## src/logic/cpr_pkg.sv

```systemverilog
// Constants, register map and opcodes of the processor register set.
// Assumes a 125 MHz core clock and a 32-bit classic Wishbone register port.
package cpr_pkg;

  // Address widths and memory regions.
  localparam int unsigned PC_W = 20;
  localparam logic [19:0] EXT_SFR_LO   = 20'hF0000;
  localparam logic [19:0] EXT_SFR_HI   = 20'hF07FF;
  localparam logic [19:0] GPR_LO       = 20'hFFEE0;
  localparam logic [19:0] GPR_HI       = 20'hFFEFF;
  localparam logic [3:0]  PLAIN_UPPER  = 4'hF;
  localparam logic [19:0] VEC_LO_ADDR  = 20'h00000;
  localparam logic [19:0] VEC_HI_ADDR  = 20'h00001;

  // Reset values and the stack pointer step.
  localparam logic [7:0]  PSW_RST      = 8'h06;
  localparam logic [15:0] SP_RST       = 16'h0000;
  localparam logic [3:0]  DBANK_RST    = 4'hF;
  localparam logic [3:0]  BBANK_RST    = 4'h0;
  localparam logic [15:0] SP_STEP      = 16'h0002;

  // Field positions in the status word.
  localparam int unsigned PSW_ALLOW    = 7;
  localparam int unsigned PSW_NULL     = 6;
  localparam int unsigned PSW_BANK_HI  = 5;
  localparam int unsigned PSW_NIBBLE   = 4;
  localparam int unsigned PSW_BANK_LO  = 3;
  localparam int unsigned PSW_LEVEL_HI = 2;
  localparam int unsigned PSW_LEVEL_LO = 1;
  localparam int unsigned PSW_CARRY    = 0;

  // Wishbone byte offsets.
  localparam logic [9:0] OFS_PC        = 10'h000;
  localparam logic [9:0] OFS_PSW       = 10'h004;
  localparam logic [9:0] OFS_SP        = 10'h008;
  localparam logic [9:0] OFS_DBANK     = 10'h00C;
  localparam logic [9:0] OFS_BBANK     = 10'h010;
  localparam logic [9:0] OFS_STATUS    = 10'h014;
  localparam logic [9:0] OFS_GPR_BASE  = 10'h080;
  localparam logic [9:0] OFS_PAIR_BASE = 10'h100;

  // Operations issued by the execution unit.
  typedef enum logic [3:0] {
    CPR_OP_NONE   = 4'h0,
    CPR_OP_SEQ    = 4'h1,
    CPR_OP_BR_IMM = 4'h2,
    CPR_OP_BR_REG = 4'h3,
    CPR_OP_PUSH   = 4'h4,
    CPR_OP_POP    = 4'h5,
    CPR_OP_RETURN_FROM_INTERRUPT   = 4'h6,
    CPR_OP_RETURN_FROM_BREAK   = 4'h7,
    CPR_OP_INTACK = 4'h8,
    CPR_OP_MASK   = 4'h9,
    CPR_OP_UNMASK = 4'hA,
    CPR_OP_BANK   = 4'hB,
    CPR_OP_ADD    = 4'hC,
    CPR_OP_SUB    = 4'hD,
    CPR_OP_ROT    = 4'hE,
    CPR_OP_BIT    = 4'hF
  } cpr_op_t;

  // Reset vector fetch sequence.
  typedef enum logic [1:0] {
    CPR_ST_VLO = 2'b00,
    CPR_ST_VHI = 2'b01,
    CPR_ST_RUN = 2'b10
  } cpr_state_t;

endpackage

```

## src/logic/cpr_dec_if.sv

```systemverilog
// Carries a data offset to the address decoder and its decoded result back.
// Assumes both ends sit on the same clock; the decoder is purely combinational.
`timescale 1ns/1ns
interface cpr_dec_if;
  logic [15:0] offset;
  logic        use_bank;
  logic [3:0]  bank;
  logic [19:0] addr;
  logic        ext_sfr;
  logic        gpr_hit;
  logic [4:0]  gpr_index;
  modport req (output offset, use_bank, bank, input addr, ext_sfr, gpr_hit, gpr_index);
  modport dec (input offset, use_bank, bank, output addr, ext_sfr, gpr_hit, gpr_index);
endinterface

```

## src/logic/cpr_addr_map.sv

```systemverilog
// Data address builder and region decoder of the processor register set.
// Assumes the requester holds offset and bank steady for the cycle it samples.
`timescale 1ns/1ns
module cpr_addr_map
  import cpr_pkg::*;
(
  cpr_dec_if.dec d
);

  // Plain accesses land in the top 64 Kbytes; banked ones reach the whole space.
  always_comb begin
    if (d.use_bank) begin
      d.addr = {d.bank, d.offset};
    end else begin
      d.addr = {PLAIN_UPPER, d.offset};
    end
  end

  // Region flags. The general registers start on a 32-byte boundary, so the low bits index them.
  assign d.ext_sfr   = (d.addr >= EXT_SFR_LO) && (d.addr <= EXT_SFR_HI);
  assign d.gpr_hit   = (d.addr >= GPR_LO) && (d.addr <= GPR_HI);
  assign d.gpr_index = d.addr[4:0];

endmodule // cpr_addr_map

```

## src/logic/cpr_top.sv

```systemverilog
// Processor register set: program counter, status word, stack pointer,
// four banks of general registers and the two upper-address registers.
// Assumes an execution unit on the same clock issuing one operation per cycle,
// a byte-wide program memory port for the reset vector and a Wishbone master.
`timescale 1ns/1ns

module cpr_top
  import cpr_pkg::*;
#(
  parameter int unsigned ADR_W = 10
) (
  input  wire logic             clk_i,
  input  wire logic             rst_i,
  // Wishbone slave.
  input  wire logic             wb_cyc_i,
  input  wire logic             wb_stb_i,
  input  wire logic             wb_we_i,
  input  wire logic [ADR_W-1:0] wb_adr_i,
  input  wire logic [3:0]       wb_sel_i,
  input  wire logic [31:0]      wb_dat_i,
  output logic      [31:0]      wb_dat_o,
  output logic                  wb_ack_o,
  // Reset vector fetch port.
  output logic                  mem_rd_o,
  output logic      [19:0]      mem_addr_o,
  input  wire logic [7:0]       mem_rdata_i,
  input  wire logic             mem_ack_i,
  // Operations from the execution unit.
  input  wire logic             op_valid_i,
  input  wire cpr_op_t          op_code_i,
  input  wire logic [2:0]       op_len_i,
  input  wire logic [19:0]      op_addr_i,
  input  wire logic [7:0]       op_byte_i,
  input  wire logic [7:0]       alu_a_i,
  input  wire logic [7:0]       alu_b_i,
  output logic                  core_ready_o,
  output logic      [7:0]       alu_result_o,
  // Stack memory side.
  output logic                  stk_we_o,
  output logic                  stk_rd_o,
  output logic      [15:0]      stk_addr_o,
  output logic      [7:0]       stk_wdata_o,
  // Interrupt acceptance.
  input  wire logic             irq_req_i,
  input  wire logic             irq_masked_i,
  input  wire logic [1:0]       irq_prio_i,
  output logic                  irq_accept_o,
  // Data address path and general register access.
  input  wire logic [15:0]      dat_off_i,
  input  wire logic             dat_ext_i,
  input  wire logic             gpr_we_i,
  input  wire logic [7:0]       gpr_wdata_i,
  input  wire logic [2:0]       gpr_sel_i,
  output logic      [19:0]      dat_addr_o,
  output logic                  dat_ext_sfr_o,
  output logic                  dat_gpr_o,
  output logic      [7:0]       gpr_mem_rdata_o,
  output logic      [7:0]       gpr_rdata_o,
  output logic      [15:0]      gpr_pair_o,
  // Architectural state views.
  output logic      [19:0]      pc_o,
  output logic      [7:0]       psw_o,
  output logic      [15:0]      sp_o,
  output logic      [3:0]       dbank_o,
  output logic      [3:0]       bbank_o
);

  logic [PC_W-1:0] pc_q;
  logic [7:0]      psw_q;
  logic [15:0]     sp_q;
  logic [3:0]      dbank_q;
  logic [3:0]      bbank_q;
  logic [7:0]      gpr_q [32];
  logic [7:0]      vec_lo_q;
  cpr_state_t      state_q;
  logic            ack_q;
  logic [31:0]     rdat_q;
  logic            op_go;
  logic [1:0]      bank_cur;
  logic [8:0]      sum9;
  logic [4:0]      nib5;
  logic            bus_wr;
  cpr_dec_if       dec ();

  // Bank currently serving execution, kept in the status word.
  function automatic logic [1:0] bank_of(input logic [7:0] program_status_word);
    return {program_status_word[PSW_BANK_HI], program_status_word[PSW_BANK_LO]};
  endfunction

  // Index of register r of bank b in the flat array; bank b sits at base + 8*b.
  function automatic logic [4:0] gpr_at(input logic [1:0] b, input logic [2:0] r);
    return {b, r};
  endfunction

  assign bank_cur = bank_of(psw_q);
  // Operations are only honoured once the reset vector is in place.
  assign op_go    = op_valid_i && (state_q == CPR_ST_RUN);

  // Reset vector fetch: low byte from the even address, then high byte from the odd one.
  always_ff @(posedge clk_i) begin
    if (rst_i) begin
      state_q  <= CPR_ST_VLO;
      vec_lo_q <= 8'h00;
    end else begin
      unique case (state_q)
        CPR_ST_VLO: begin
          if (mem_ack_i) begin
            vec_lo_q <= mem_rdata_i;
            state_q  <= CPR_ST_VHI;
          end
        end
        CPR_ST_VHI: begin
          if (mem_ack_i) begin
            state_q <= CPR_ST_RUN;
          end
        end
        CPR_ST_RUN: begin
          state_q <= CPR_ST_RUN;
        end
        default: begin
          state_q <= CPR_ST_VLO;
        end
      endcase
    end
  end

  assign mem_rd_o     = (state_q == CPR_ST_VLO) || (state_q == CPR_ST_VHI);
  assign mem_addr_o   = (state_q == CPR_ST_VHI) ? VEC_HI_ADDR : VEC_LO_ADDR;
  assign core_ready_o = (state_q == CPR_ST_RUN);

  // Program counter. The vector only reaches the low 64 Kbytes, so bits 19-16 clear.
  always_ff @(posedge clk_i) begin
    if (rst_i) begin
      pc_q <= '0;
    end else if ((state_q == CPR_ST_VHI) && mem_ack_i) begin
      pc_q <= {4'h0, mem_rdata_i, vec_lo_q};
    end else if (op_go) begin
      unique case (op_code_i)
        CPR_OP_BR_IMM, CPR_OP_RETURN_FROM_INTERRUPT, CPR_OP_RETURN_FROM_BREAK, CPR_OP_INTACK: begin
          pc_q <= op_addr_i;
        end
        CPR_OP_BR_REG: begin
          pc_q <= {bbank_q, op_addr_i[15:0]};
        end
        default: begin
          pc_q <= pc_q + {17'h00000, op_len_i};
        end
      endcase
    end
  end

  // Arithmetic for flag updates; nine and five bits keep the carries out of bits 7 and 3.
  always_comb begin
    if (op_code_i == CPR_OP_SUB) begin
      sum9 = {1'b0, alu_a_i} - {1'b0, alu_b_i};
      nib5 = {1'b0, alu_a_i[3:0]} - {1'b0, alu_b_i[3:0]};
    end else begin
      sum9 = {1'b0, alu_a_i} + {1'b0, alu_b_i};
      nib5 = {1'b0, alu_a_i[3:0]} + {1'b0, alu_b_i[3:0]};
    end
  end

  // Result register for the execution unit.
  always_ff @(posedge clk_i) begin
    if (rst_i) begin
      alu_result_o <= 8'h00;
    end else if (op_go && ((op_code_i == CPR_OP_ADD) || (op_code_i == CPR_OP_SUB))) begin
      alu_result_o <= sum9[7:0];
    end
  end

  assign bus_wr = ack_q && wb_cyc_i && wb_stb_i && wb_we_i && wb_sel_i[0];

  // Status word. A software write in the same cycle as an operation wins, as the later word.
  always_ff @(posedge clk_i) begin
    if (rst_i) begin
      psw_q <= PSW_RST;
    end else if (bus_wr && (wb_adr_i == OFS_PSW)) begin
      psw_q <= wb_dat_i[7:0];
    end else if (op_go) begin
      unique case (op_code_i)
        CPR_OP_POP, CPR_OP_RETURN_FROM_INTERRUPT, CPR_OP_RETURN_FROM_BREAK: begin
          psw_q <= op_byte_i;
        end
        CPR_OP_INTACK, CPR_OP_MASK: begin
          psw_q[PSW_ALLOW] <= 1'b0;
        end
        CPR_OP_UNMASK: begin
          psw_q[PSW_ALLOW] <= 1'b1;
        end
        CPR_OP_BANK: begin
          psw_q[PSW_BANK_HI] <= op_byte_i[1];
          psw_q[PSW_BANK_LO] <= op_byte_i[0];
        end
        CPR_OP_ADD, CPR_OP_SUB: begin
          psw_q[PSW_NULL]   <= (sum9[7:0] == 8'h00);
          psw_q[PSW_NIBBLE] <= nib5[4];
          psw_q[PSW_CARRY]  <= sum9[8];
        end
        CPR_OP_ROT, CPR_OP_BIT: begin
          psw_q[PSW_CARRY] <= op_byte_i[0];
        end
        default: begin
          psw_q <= psw_q;
        end
      endcase
    end
  end

  // Maskable acceptance: allow flag first, then source mask, then level (0 is highest).
  assign irq_accept_o = irq_req_i && psw_q[PSW_ALLOW] && !irq_masked_i
                        && (irq_prio_i <= psw_q[PSW_LEVEL_HI:PSW_LEVEL_LO]);

  // Stack pointer: bit 0 never stores a one, so the stack stays word aligned.
  always_ff @(posedge clk_i) begin
    if (rst_i) begin
      sp_q <= SP_RST;
    end else if (bus_wr && (wb_adr_i == OFS_SP)) begin
      sp_q <= {(wb_sel_i[1] ? wb_dat_i[15:8] : sp_q[15:8]), wb_dat_i[7:1], 1'b0};
    end else if (op_go) begin
      unique case (op_code_i)
        CPR_OP_PUSH, CPR_OP_INTACK: begin
          sp_q <= sp_q - SP_STEP;
        end
        CPR_OP_POP, CPR_OP_RETURN_FROM_INTERRUPT, CPR_OP_RETURN_FROM_BREAK: begin
          sp_q <= sp_q + SP_STEP;
        end
        default: begin
          sp_q <= sp_q;
        end
      endcase
    end
  end

  // Stack port: a save goes to the already lowered address, a restore reads before raising.
  always_ff @(posedge clk_i) begin
    if (rst_i) begin
      stk_we_o    <= 1'b0;
      stk_rd_o    <= 1'b0;
      stk_addr_o  <= 16'h0000;
      stk_wdata_o <= 8'h00;
    end else begin
      stk_we_o <= op_go && ((op_code_i == CPR_OP_PUSH) || (op_code_i == CPR_OP_INTACK));
      stk_rd_o <= op_go && ((op_code_i == CPR_OP_POP) || (op_code_i == CPR_OP_RETURN_FROM_INTERRUPT)
                  || (op_code_i == CPR_OP_RETURN_FROM_BREAK));
      if (op_go && ((op_code_i == CPR_OP_PUSH) || (op_code_i == CPR_OP_INTACK))) begin
        stk_addr_o  <= sp_q - SP_STEP;
        stk_wdata_o <= psw_q;
      end else if (op_go) begin
        stk_addr_o <= sp_q;
      end
    end
  end

  // Upper-address registers; only four bits are stored, the rest read as zero.
  always_ff @(posedge clk_i) begin
    if (rst_i) begin
      dbank_q <= DBANK_RST;
      bbank_q <= BBANK_RST;
    end else if (bus_wr && (wb_adr_i == OFS_DBANK)) begin
      dbank_q <= wb_dat_i[3:0];
    end else if (bus_wr && (wb_adr_i == OFS_BBANK)) begin
      bbank_q <= wb_dat_i[3:0];
    end
  end

  // Data address decode through the shared address builder.
  assign dec.offset   = dat_off_i;
  assign dec.use_bank = dat_ext_i;
  assign dec.bank     = dbank_q;

  cpr_addr_map u_map (
    .d (dec.dec)
  );

  // Registered data address outputs and the memory-mapped view of the general registers.
  always_ff @(posedge clk_i) begin
    if (rst_i) begin
      dat_addr_o      <= '0;
      dat_ext_sfr_o   <= 1'b0;
      dat_gpr_o       <= 1'b0;
      gpr_mem_rdata_o <= 8'h00;
    end else begin
      dat_addr_o      <= dec.addr;
      dat_ext_sfr_o   <= dec.ext_sfr;
      dat_gpr_o       <= dec.gpr_hit;
      gpr_mem_rdata_o <= dec.gpr_hit ? gpr_q[dec.gpr_index] : 8'h00;
    end
  end

  // General registers. They are RAM cells with no reset; the bus port wins a collision.
  always_ff @(posedge clk_i) begin
    if (bus_wr && (wb_adr_i >= OFS_GPR_BASE) && (wb_adr_i < OFS_PAIR_BASE)) begin
      gpr_q[wb_adr_i[6:2]] <= wb_dat_i[7:0];
    end else if (bus_wr && (wb_adr_i >= OFS_PAIR_BASE) && (wb_adr_i[9:8] == 2'b01)
                 && (wb_adr_i[7:6] == 2'b00)) begin
      gpr_q[{wb_adr_i[5:2], 1'b0}] <= wb_dat_i[7:0];
      if (wb_sel_i[1]) begin
        gpr_q[{wb_adr_i[5:2], 1'b1}] <= wb_dat_i[15:8];
      end
    end else if (gpr_we_i) begin
      gpr_q[gpr_at(bank_cur, gpr_sel_i)] <= gpr_wdata_i;
    end
  end

  // Execution-side reads from the selected bank: one byte and the pair holding it.
  always_ff @(posedge clk_i) begin
    if (rst_i) begin
      gpr_rdata_o <= 8'h00;
      gpr_pair_o  <= 16'h0000;
    end else begin
      gpr_rdata_o <= gpr_q[gpr_at(bank_cur, gpr_sel_i)];
      gpr_pair_o  <= {gpr_q[gpr_at(bank_cur, {gpr_sel_i[2:1], 1'b1})],
                      gpr_q[gpr_at(bank_cur, {gpr_sel_i[2:1], 1'b0})]};
    end
  end

  // Wishbone answer: one wait state, ack for one cycle, unmapped words read zero.
  always_ff @(posedge clk_i) begin
    if (rst_i) begin
      ack_q  <= 1'b0;
      rdat_q <= 32'h0000_0000;
    end else begin
      ack_q <= wb_cyc_i && wb_stb_i && !ack_q;
      if (wb_cyc_i && wb_stb_i && !ack_q) begin
        if ((wb_adr_i >= OFS_GPR_BASE) && (wb_adr_i < OFS_PAIR_BASE)) begin
          rdat_q <= {24'h000000, gpr_q[wb_adr_i[6:2]]};
        end else if ((wb_adr_i[9:8] == 2'b01) && (wb_adr_i[7:6] == 2'b00)) begin
          rdat_q <= {16'h0000, gpr_q[{wb_adr_i[5:2], 1'b1}], gpr_q[{wb_adr_i[5:2], 1'b0}]};
        end else begin
          unique case (wb_adr_i)
            OFS_PC:     rdat_q <= {12'h000, pc_q};
            OFS_PSW:    rdat_q <= {24'h000000, psw_q};
            OFS_SP:     rdat_q <= {16'h0000, sp_q};
            OFS_DBANK:  rdat_q <= {28'h0000000, dbank_q};
            OFS_BBANK:  rdat_q <= {28'h0000000, bbank_q};
            OFS_STATUS: rdat_q <= {29'h00000000, irq_accept_o, bank_cur};
            default:    rdat_q <= 32'h0000_0000;
          endcase
        end
      end
    end
  end

  assign wb_ack_o = ack_q;
  assign wb_dat_o = rdat_q;

  assign pc_o    = pc_q;
  assign psw_o   = psw_q;
  assign sp_o    = sp_q;
  assign dbank_o = dbank_q;
  assign bbank_o = bbank_q;

endmodule // cpr_top

```

## config.mk

```make
export PLATFORM = sky130hd
export DESIGN_NAME = cpr_top
export DESIGN_NICKNAME = d
export VERILOG_FILES = /design/src/logic/cpr_pkg.sv /design/src/logic/cpr_dec_if.sv /design/src/logic/cpr_addr_map.sv /design/src/logic/cpr_top.sv
export SDC_FILE = /design/constraint.sdc
export NUM_CORES = 1
export LEC_CHECK = 0
export BUFFER_PORTS_ARGS = -buffer_cell sky130_fd_sc_hd__buf_2
export CELL_PAD_IN_SITES_DETAIL_PLACEMENT = 0
export CELL_PAD_IN_SITES_GLOBAL_PLACEMENT = 1
export CORE_MARGIN = 1
export CORE_UTILIZATION = 48
export CTS_CLUSTER_SIZE = 25
export DETAILED_ROUTE_END_ITERATION = 6
export PLACE_DENSITY_LB_ADDON = 0.1
export SLEW_MARGIN = 25
export SYNTH_ARGS = -nofsm -noshare
export SYNTH_HDL_FRONTEND = slang
export SYNTH_SLANG_ARGS = --single-unit
```

## constraint.sdc

```tcl
create_clock -name clk_i -period 4 [get_ports clk_i]
set_clock_uncertainty 0.15 [all_clocks]
set_input_delay 1.2 -clock clk_i [delete_from_list [all_inputs] [get_ports clk_i]]
set_output_delay 1.2 -clock clk_i [all_outputs]
set_load 0.03 [all_outputs]
```

==> results summary, run 1 <==
The tree is rooted in a clkbuf_16. The final sum of negative setup slack is 0 ns. The reported leakage power came out at 13.1 nW. The final wirelength came out at about 120000 um. In the layout the commonest cells are mux4_2 (292), buf_2 (283), edfxtp_1 (256).

The clock insertion delay at the later pin of the skew report came out at between 0.6 and 0.7 ns. The first TritonRoute pass finished after 7 iterations. Summing all placed instances gives a cell area of about 32000 um^2. The number of instances in the synthesized netlist is 2556. After the first detailed-routing iteration, the DRC count stood at around 3400. The I/O pin count came out at 341.

The library cell used most frequently in the layout, excluding fill and tap cells, is mux4_2. The count of final setup violators came out at 0. The cell with the biggest individual delay on the critical path is ha_1. In this design, the stage delay of the slowest critical-path cell is 0.29 ns. The warning count from the yosys run is 0.

The number of vias per cell is 6.74. Net switching is 28.6% of the power. The maximum fanout along the worst path came out at 2. The finished layout holds between 3000 and 4000 standard cells, fillers aside. The share of flip-flops with an asynchronous set or reset after synthesis came out at 0%.

Derived from the worst setup path, the maximum achievable clock frequency is 0.277 GHz. The number of hold-repair buffers added at the cts stage is 0. The detailed placer's ending HPWL is 89300 um. The portion of total power attributed to sequential cells came out at 41.1%.

The dominant cell type by count on the critical path is buf_2. The pin count of the biggest net entering global routing came out at 77. Among all flip-flop cells after synthesis, the most frequent one is edfxtp_1.

Summed over all layers, the global routing overflow is 0. The via count of the first global-routing pass came out at 23534. Power spread over the standard cell area amounts to 349 nW/um^2. For this run, the post-layout net count is 3063. The worst setup path is of the in -> out kind. The startpoint class of the critical path is a primary input.

The clock tree from TritonCTS is done. The sequential element share of the synthesized area came out at 38.1%. The layout overhead on the synthesized area came out at 16.8%.

The post-CTS setup buffer count is 0. At the worst endpoint, the required time is 2.65 ns. The count of input and output buffers is 289. The die boundary height came out at about 250 um. The shortest period the worst path allows is between 3 and 4 ns. CTS built an H-tree with a depth of 2.

The effective utilization at floorplan came out at 48.9%. The number of buffers created by CTS came out at 52. In the final layout, the share of cells above drive strength 1 is a little over a third. In this run the remaining antenna-violating nets after routing total 0. Yosys mapped a number of flops with a built-in enable equal to 256. The max-slew violation count came to 0.

In this run the standard cell core region covers between 50000 and 60000 um^2. The summed area of non-filler cells in the final layout is 33900 um^2. Summing every instance area after synthesis gives 29000 um^2. The area enclosed by the die boundary came out at 61500 um^2. The first-pass GRT wire length is 169000 um. For this run, the total global-route usage over all layers was measured as 38.8%.

The min-delay analysis places its worst path in the category reg -> reg. Of the available clock period, the critical path in the final layout requires 90.1%. The sink count of the clock tree is 425. The number of placement rows is 89. The worst hold slack came out at 0.307 ns. The data arrival time of the critical path came out at 2.26 ns. The number of cells on the worst hold path is 2. The worst-case clock buffer depth came out at 3.

The peak supply drop is 0.316 mV. The flow ran to the end, but the final reports show violations. After synthesis the netlist holds a flip-flop and latch count of 425. Setup repair after global routing left no endpoint under its margin.

The number of hold violations in the final report was 0. The total power came out at 11.8 mW. Traced cell by cell, the critical path runs through buf_2, ha_1, nor2b_1, o21ai_0, and2_1, buf_2. STA classifies the critical path endpoint as an output port. The register clock-pin slew on the reported worst setup and hold paths is 0.06 ns. The routed length per placed instance is roughly 32 um. The initial antenna violation count was 4.

The worst slew margin relative to its limit is between 30% and 40%. The die outline width is around 250 um. The checks that failed: design-rule violations. A synthesized cell averages 11.4 um^2.

Routability-driven placement finished with a final weighted congestion of 0.994. The DRC violation count after routing is 3. The placed instance count came out at between 3000 and 4000. The internal portion of total power is 8.44 mW. The number of gates resized after CTS was 0.

The switching component of the power came out at 3.38 mW. The number of max-capacitance violations reported is 0. The clock power share is 40.4%. The part of the power in combinational logic is 18.5%.

The total via count in the routed design came out at 25045. The actual slew at the worst max-slew pin came out at 1.04 ns. Counting distinct cell types in the post-synthesis netlist gives 91. Measured in cells, the most critical reg-to-reg path has a length of 7.
routing by layer:
metal	track usage [%]	share of wire [%]
met5	0	0
met4	16.5	4.7
met3	10.9	13
met2	56.8	44
met1	53.9	39
worst max-delay path, delay by kind of cell:
kind / cells / cell delay (ns)
compound gates: 1 / 0.18
fa+ha+maj: 1 / 0.29
simple gates: 2 / 0.29
buf+inv: 2 / 0.29
cells in the mapped netlist, types with 5 or more instances:
| cell | count | area share, % |
|---|---|---|
| o31ai_1 | 7 | 0.18 |
| a31oi_1 | 18 | 0.39 |
| mux2_2 | 103 | 4.0 |
| xnor2_1 | 19 | 0.57 |
| nor4_1 | 12 | 0.26 |
| inv_2 | 7 | 0.091 |
| buf_6 | 8 | 0.31 |
| a221oi_1 | 11 | 0.33 |
| nor2_1 | 219 | 2.8 |
| a221o_1 | 16 | 0.55 |
| nand3_1 | 41 | 0.71 |
| mux4_2 | 292 | 23 |
| nor2_2 | 10 | 0.22 |
| dfxtp_1 | 169 | 12 |
| mux2i_1 | 114 | 3.9 |
| a32oi_1 | 5 | 0.15 |
| mux4_1 | 10 | 0.91 |
| o21ai_0 | 74 | 1.3 |
| nand2_1 | 142 | 1.8 |
| a21oi_1 | 198 | 3.4 |
| o211ai_1 | 13 | 0.34 |
| o221ai_1 | 14 | 0.42 |
| or2_2 | 5 | 0.11 |
| buf_4 | 45 | 1.2 |
| nor4b_1 | 5 | 0.15 |
| buf_1 | 14 | 0.18 |
| inv_1 | 152 | 2.0 |
| and2_1 | 27 | 0.58 |
| a211oi_1 | 50 | 1.3 |
| o21a_1 | 7 | 0.18 |
| nor2b_1 | 53 | 1.1 |
| clkbuf_1 | 118 | 1.5 |
| buf_2 | 63 | 1.1 |
| o22ai_1 | 45 | 0.97 |
| nand2b_1 | 12 | 0.26 |
| nand4_1 | 7 | 0.15 |
| edfxtp_1 | 256 | 26 |
| a22oi_1 | 12 | 0.31 |
| ha_1 | 19 | 0.82 |
| nor3_1 | 36 | 0.62 |
| nor3b_1 | 5 | 0.13 |
| and3_1 | 15 | 0.32 |
cell families (layout without fill, tap and decap cells):
| family | after synthesis | count (layout) | synth area share [%] |
|---|---|---|---|
| buffers and inverters | 415 | 766 | 6.67 |
| multiplexers | 524 | 524 | 31.7 |
| AO/OA/AOI/OAI | 531 | 531 | 11.7 |
| adder cells (fa/ha/maj) | 21 | 21 | 0.957 |
| AND/OR/NAND/NOR | 616 | 616 | 10.1 |
| XOR/XNOR | 23 | 23 | 0.694 |
| other | 1 | 38 | 0.0129 |
| flip-flops | 425 | 425 | 38.1 |
through the flow:
step | setup WS [ns] | utilization [%]
finish | 0.395 | 57.1
global route | 0.342 | 57.1
CTS | 0.392 | 57.1
detailed placement | 0.0161 | 54.3
global placement | 0.0170 | 54.3
floorplan | 0.337 | -
worst paths after layout:
path	to	slack [ns]	start
worst max register to register	gpr_q[13][5]	0.95	wb_ack_o
worst max-delay path	irq_accept_o	0.39	irq_prio_i[1]
worst min-delay path	stk_wdata_o[7]	0.31	stk_wdata_o[7]
worst min register to register	stk_wdata_o[7]	0.31	stk_wdata_o[7]
flip-flops by register name (all words and copies together) (netlist names), 2 cells and up:
signal	cells
gpr_q	256
dat_addr_o	20
pc_o	20
wb_dat_o	20
gpr_pair_o	16
sp_o	15
stk_addr_o	15
alu_result_o	8
gpr_mem_rdata_o	8
gpr_rdata_o	8
psw_o	8
stk_wdata_o	8
vec_lo_q	8
bbank_o	4
dbank_o	4
state_q	2
power groups by stage:
stage | Sequential (mW) | Combinational [mW] | Clock (mW)
after CTS | 4.86 | 2.15 | 4.84
after floorplan | 5.02 | 1.32 | 0
final | 4.86 | 2.19 | 4.77
after global routing | 4.87 | 2.31 | 5.02
after detailed placement | 4.95 | 2.14 | 0
after global placement | 4.95 | 2.12 | 0
final cells by class:
class                           instances  area, um^2
Timing Repair Buffer                  508        3380
Tap cell                              773         967
Multi-Input combinational cell       1748       16200
Inverter                              162         608
Antenna cell                            5        12.5
Sequential cell                       425       11100
Fill cell                            5078       25400
Clock buffer                           74        1470
Clock inverter                         22         221
No activity file was read; power rests on OpenSTA's default activity.
==> inputs of run 2 (changes only) <==
==> constraint.sdc (replaced) <==
create_clock -name clk_i -period 4 [get_ports clk_i]
set_clock_uncertainty 0.15 [all_clocks]
set_input_delay 0.2 -clock clk_i [delete_from_list [all_inputs] [get_ports clk_i]]
set_output_delay 0.2 -clock clk_i [all_outputs]
set_load 0.03 [all_outputs]
==> results summary, run 2 (same netlist as run 1, synthesis figures left out) <==
The final sum of negative setup slack is 0 ns (unchanged). The effective utilization at floorplan is 48.9% (unchanged). The DRC violation count after routing came out at 3 (unchanged). Clock tree synthesis selected as its root buffer the cell clkbuf_16. The global routing usage summed across all routing layers came out at 38.5% (-0.34 points). The most common cell after layout, fill and taps aside is mux4_2. The delay of the slowest cell on the worst path is 0.67 ns (+0.38 ns).

The worst hold path terminates at alu_result_o[4]. The portion of total power attributed to sequential cells came out at 41.0% (about the same). The core occupancy in the finished layout came to 57.0% (-0.14 points). The maximum fanout along the worst path came out at 18 (+16). The register clock-pin slew on the reported worst setup and hold paths came out at 0.06 ns (about the same). The data arrival time of the critical path is 3.82 ns (+1.56 ns).

gpr_q holds more flip-flops than any other register. The count of input and output buffers is 289 (unchanged). The post-layout net count is 3043 (-0.65%). The flow ran to the end, but the final reports show violations. The count of final setup violators was 0 (unchanged). The sink count of the clock tree is 425 (unchanged). The worst flop-to-flop path startpoint is wb_ack_o. The number of H-tree branching levels came out at 2 (unchanged). The number of max-capacitance violations reported is 0 (unchanged). The die boundary height came out at 248 um (unchanged). The share of layout cells above drive strength 1 is 32.0% (-3.0 points). The shortest period the worst path allows is 3.61 ns (+0.00490 ns). The number of placement rows came out at 89 (unchanged). The cell count of the worst reg-to-reg path came to 8 (+1). The worst path buffer plus inverter count came out at 2 (unchanged).

The first-pass GRT wire length is 168000 um (-0.87%). The achievable frequency is 0.277 GHz (-0.14%). The I/O pin count is 341 (unchanged).

The total via count in the routed design came out at 25034 (-0.044%). The filler cell count in the final layout is 5083 (+0.098%). STA classifies the critical path startpoint as a flop. The clock power share came out at 40.9% (+0.5 points).

The routed length per placed instance is 31.9 um (-0.28%). The placed instance count came out at 3518 (-2.7%). The total core area is 59400 um^2 (unchanged). Setup repair after global routing left no endpoint under its margin. The number of flip-flops in the largest register came out at 256 (unchanged). The worst setup path is captured at a flop. The final estimated routing congestion in global placement is 0.939 (-5.5%). The total grt overflow is 0 (unchanged). The number of hold violations in the final report came out at 0 (unchanged). The actual slew at the worst max-slew pin is 1.08 ns (+0.0373 ns). The register-to-register setup slack came to 0.39 ns (-0.56 ns). The via count of the first global-routing pass is 23393 (-0.60%). The max-slew violation count is 0 (unchanged). The worst-case clock buffer depth is 3 (unchanged).

The top cell types in the final layout, fill and taps aside, are mux4_2 (292), buf_2 (283), edfxtp_1 (256). The switching power as a share of total power was 28.7% (+0.077 points). The part of the power in combinational logic is 18.1% (-0.4 points). The dominant cell type by count on the critical path is buf_4. The layout overhead on the synthesized area is 16.5%. The total power density per cell area is 351 nW/um^2 (+0.71%).

The pin count of the biggest net entering global routing came out at 73 (-5.2%). The remaining number of nets flagged by the antenna check after routing came out at 0 (unchanged). The clock insertion delay at the later pin of the skew report is 0.63 ns (about the same). The reported leakage power is 12.9 nW (-1.2%).

The number of optimization iterations in the first detailed-route pass came out at 7 (unchanged). Traced cell by cell, the critical path runs through and3_1, nand3_2, o31ai_4, buf_4, a21oi_1, a32oi_1, o21ai_0, buf_4. The number of buffers created by CTS is 50 (-3.8%). The area enclosed by the die boundary came out at 61500 um^2 (unchanged). The worst endpoint required time came out at 4.21 ns (+1.56 ns).

The worst setup path is of the reg -> reg kind. The internal portion of total power came out at 8.47 mW (+0.35%). The worst slew margin relative to its limit is 28.1% (-2.4 points).

The worst register-to-register path ends at gpr_q[17][0]. The die outline width came to 248 um (unchanged). The final cycle utilization of the critical path came out at 90.2% (+0.12 points).

The checks that failed: design-rule violations. The detailed placer's ending HPWL is 84900 um (-5.0%). The slowest stage of the critical path is the a32oi_1 cell. The min-delay analysis places its worst path in the category in -> reg. The initial antenna violation count is 10 (+6). The number of vias per cell came out at 6.77 (+0.47%). The total power came out at 11.9 mW (+0.46%). The final wirelength came out at 118000 um (-0.79%). The clock tree from TritonCTS is done. In this design, the largest share of critical-path delay is due to compound AO/OA/AOI/OAI gates.

The non-filler instance count after layout is 3698 (-0.51%). In this run the most critical hold path is launched from alu_a_i[4]. The peak supply drop came to 0.313 mV (-0.78%). The post-cts resize count came to 0 (unchanged). The violation count after the first detailed-route iteration was 3630 (+5.8%). The number of cells on the worst hold path is 5 (+3). The switching component of the power came out at 3.41 mW (+0.73%).
run 2: cell count changes in the layout (fill, tap and decap cells not counted), moves of 2 or more:
cell and change:
dlygate4sd3_1 +80, clkinv_1 +2, clkbuf_16 -4, clkbuf_8 +3, clkinv_2 +4, clkbuf_2 -4
bufinv_16 +3, diode_2 +3, buf_4 -84, buf_12 -14, clkbuf_1 -7
run 2: repair_timing:
| item | 4_1_cts | 5_1_grt |
|---|---|---|
| hold endpoints to repair | 116 | 0 |
| setup buffers | 0 | 0 |
| hold buffers | 80 | 0 |
run 2: power by group through the flow:
stage	Combinational [mW]	Sequential, mW	Clock [mW]
after floorplan	1.32	5.02	0
final	2.15	4.87	4.86
after global placement	2.02	4.95	0
after CTS	2.11	4.86	4.89
after global routing	2.27	4.87	5.05
after detailed placement	2.04	4.95	0
run 2: per-layer routing:
metal / part of all wire (%) / vias up / track usage (%) / wire, um
li1: - / 10442 / - / -
met1: 39 / 12530 / 53.7 / 46000
met2: 43 / 1763 / 55.9 / 50900
met3: 13 / 291 / 10.2 / 15000
met4: 5.2 / 8 / 17.4 / 6090
met5: 0.044 / - / 0 / 52
run 2: cell type report:
class / count / area (um^2) / area share [%]
clock inverters: 30 / 342 / 1.01
well taps: 773 / 967 / 2.86
flip-flops and latches: 425 / 11100 / 32.7
inverters: 162 / 608 / 1.80
diodes: 8 / 20.0 / 0.0592
multi-input cells: 1748 / 16200 / 47.8
repair buffers: 490 / 3270 / 9.68
clock buffers: 62 / 1370 / 4.04
run 2: per-stage QoR:
step | setup slack, ns | hold WS [ns] | cell area [um^2]
2_1_floorplan | 0.996 | 0.133 | 29200
3_3_place_gp | 0.618 | 0.263 | 31300
3_5_place_dp | 0.617 | 0.255 | 31300
4_1_cts | 0.575 | 0.000953 | 33800
5_1_grt | 0.204 | 0.0477 | 33800
6_report | 0.390 | 0.0335 | 33800
run 2: how the worst max path moves through the flow:
stage          slack (ns)        from  cells past startpoint           end
3_5_place_dp         0.62    wb_ack_o                      8  gpr_q[17][3]
2_1_floorplan         1.0    wb_ack_o                      7   gpr_q[1][0]
6_report             0.39    wb_ack_o                      8  gpr_q[17][0]
5_1_grt              0.20  alu_b_i[0]                     15      psw_o[0]
3_3_place_gp         0.62    wb_ack_o                      8  gpr_q[17][3]
4_1_cts              0.58    wb_ack_o                      8  gpr_q[17][0]
run 2: worst min-delay path: cells and delay by family:
| family | cells | cell delay [ns] |
|---|---|---|
| adders and majority gates | 1 | 0.20 |
| buffers and inverters | 1 | 0.11 |
| xor gates and xnor gates | 1 | 0.11 |
| and+or+nand+nor | 1 | 0.07 |
| AOI/OAI and AO/OA | 1 | 0.05 |
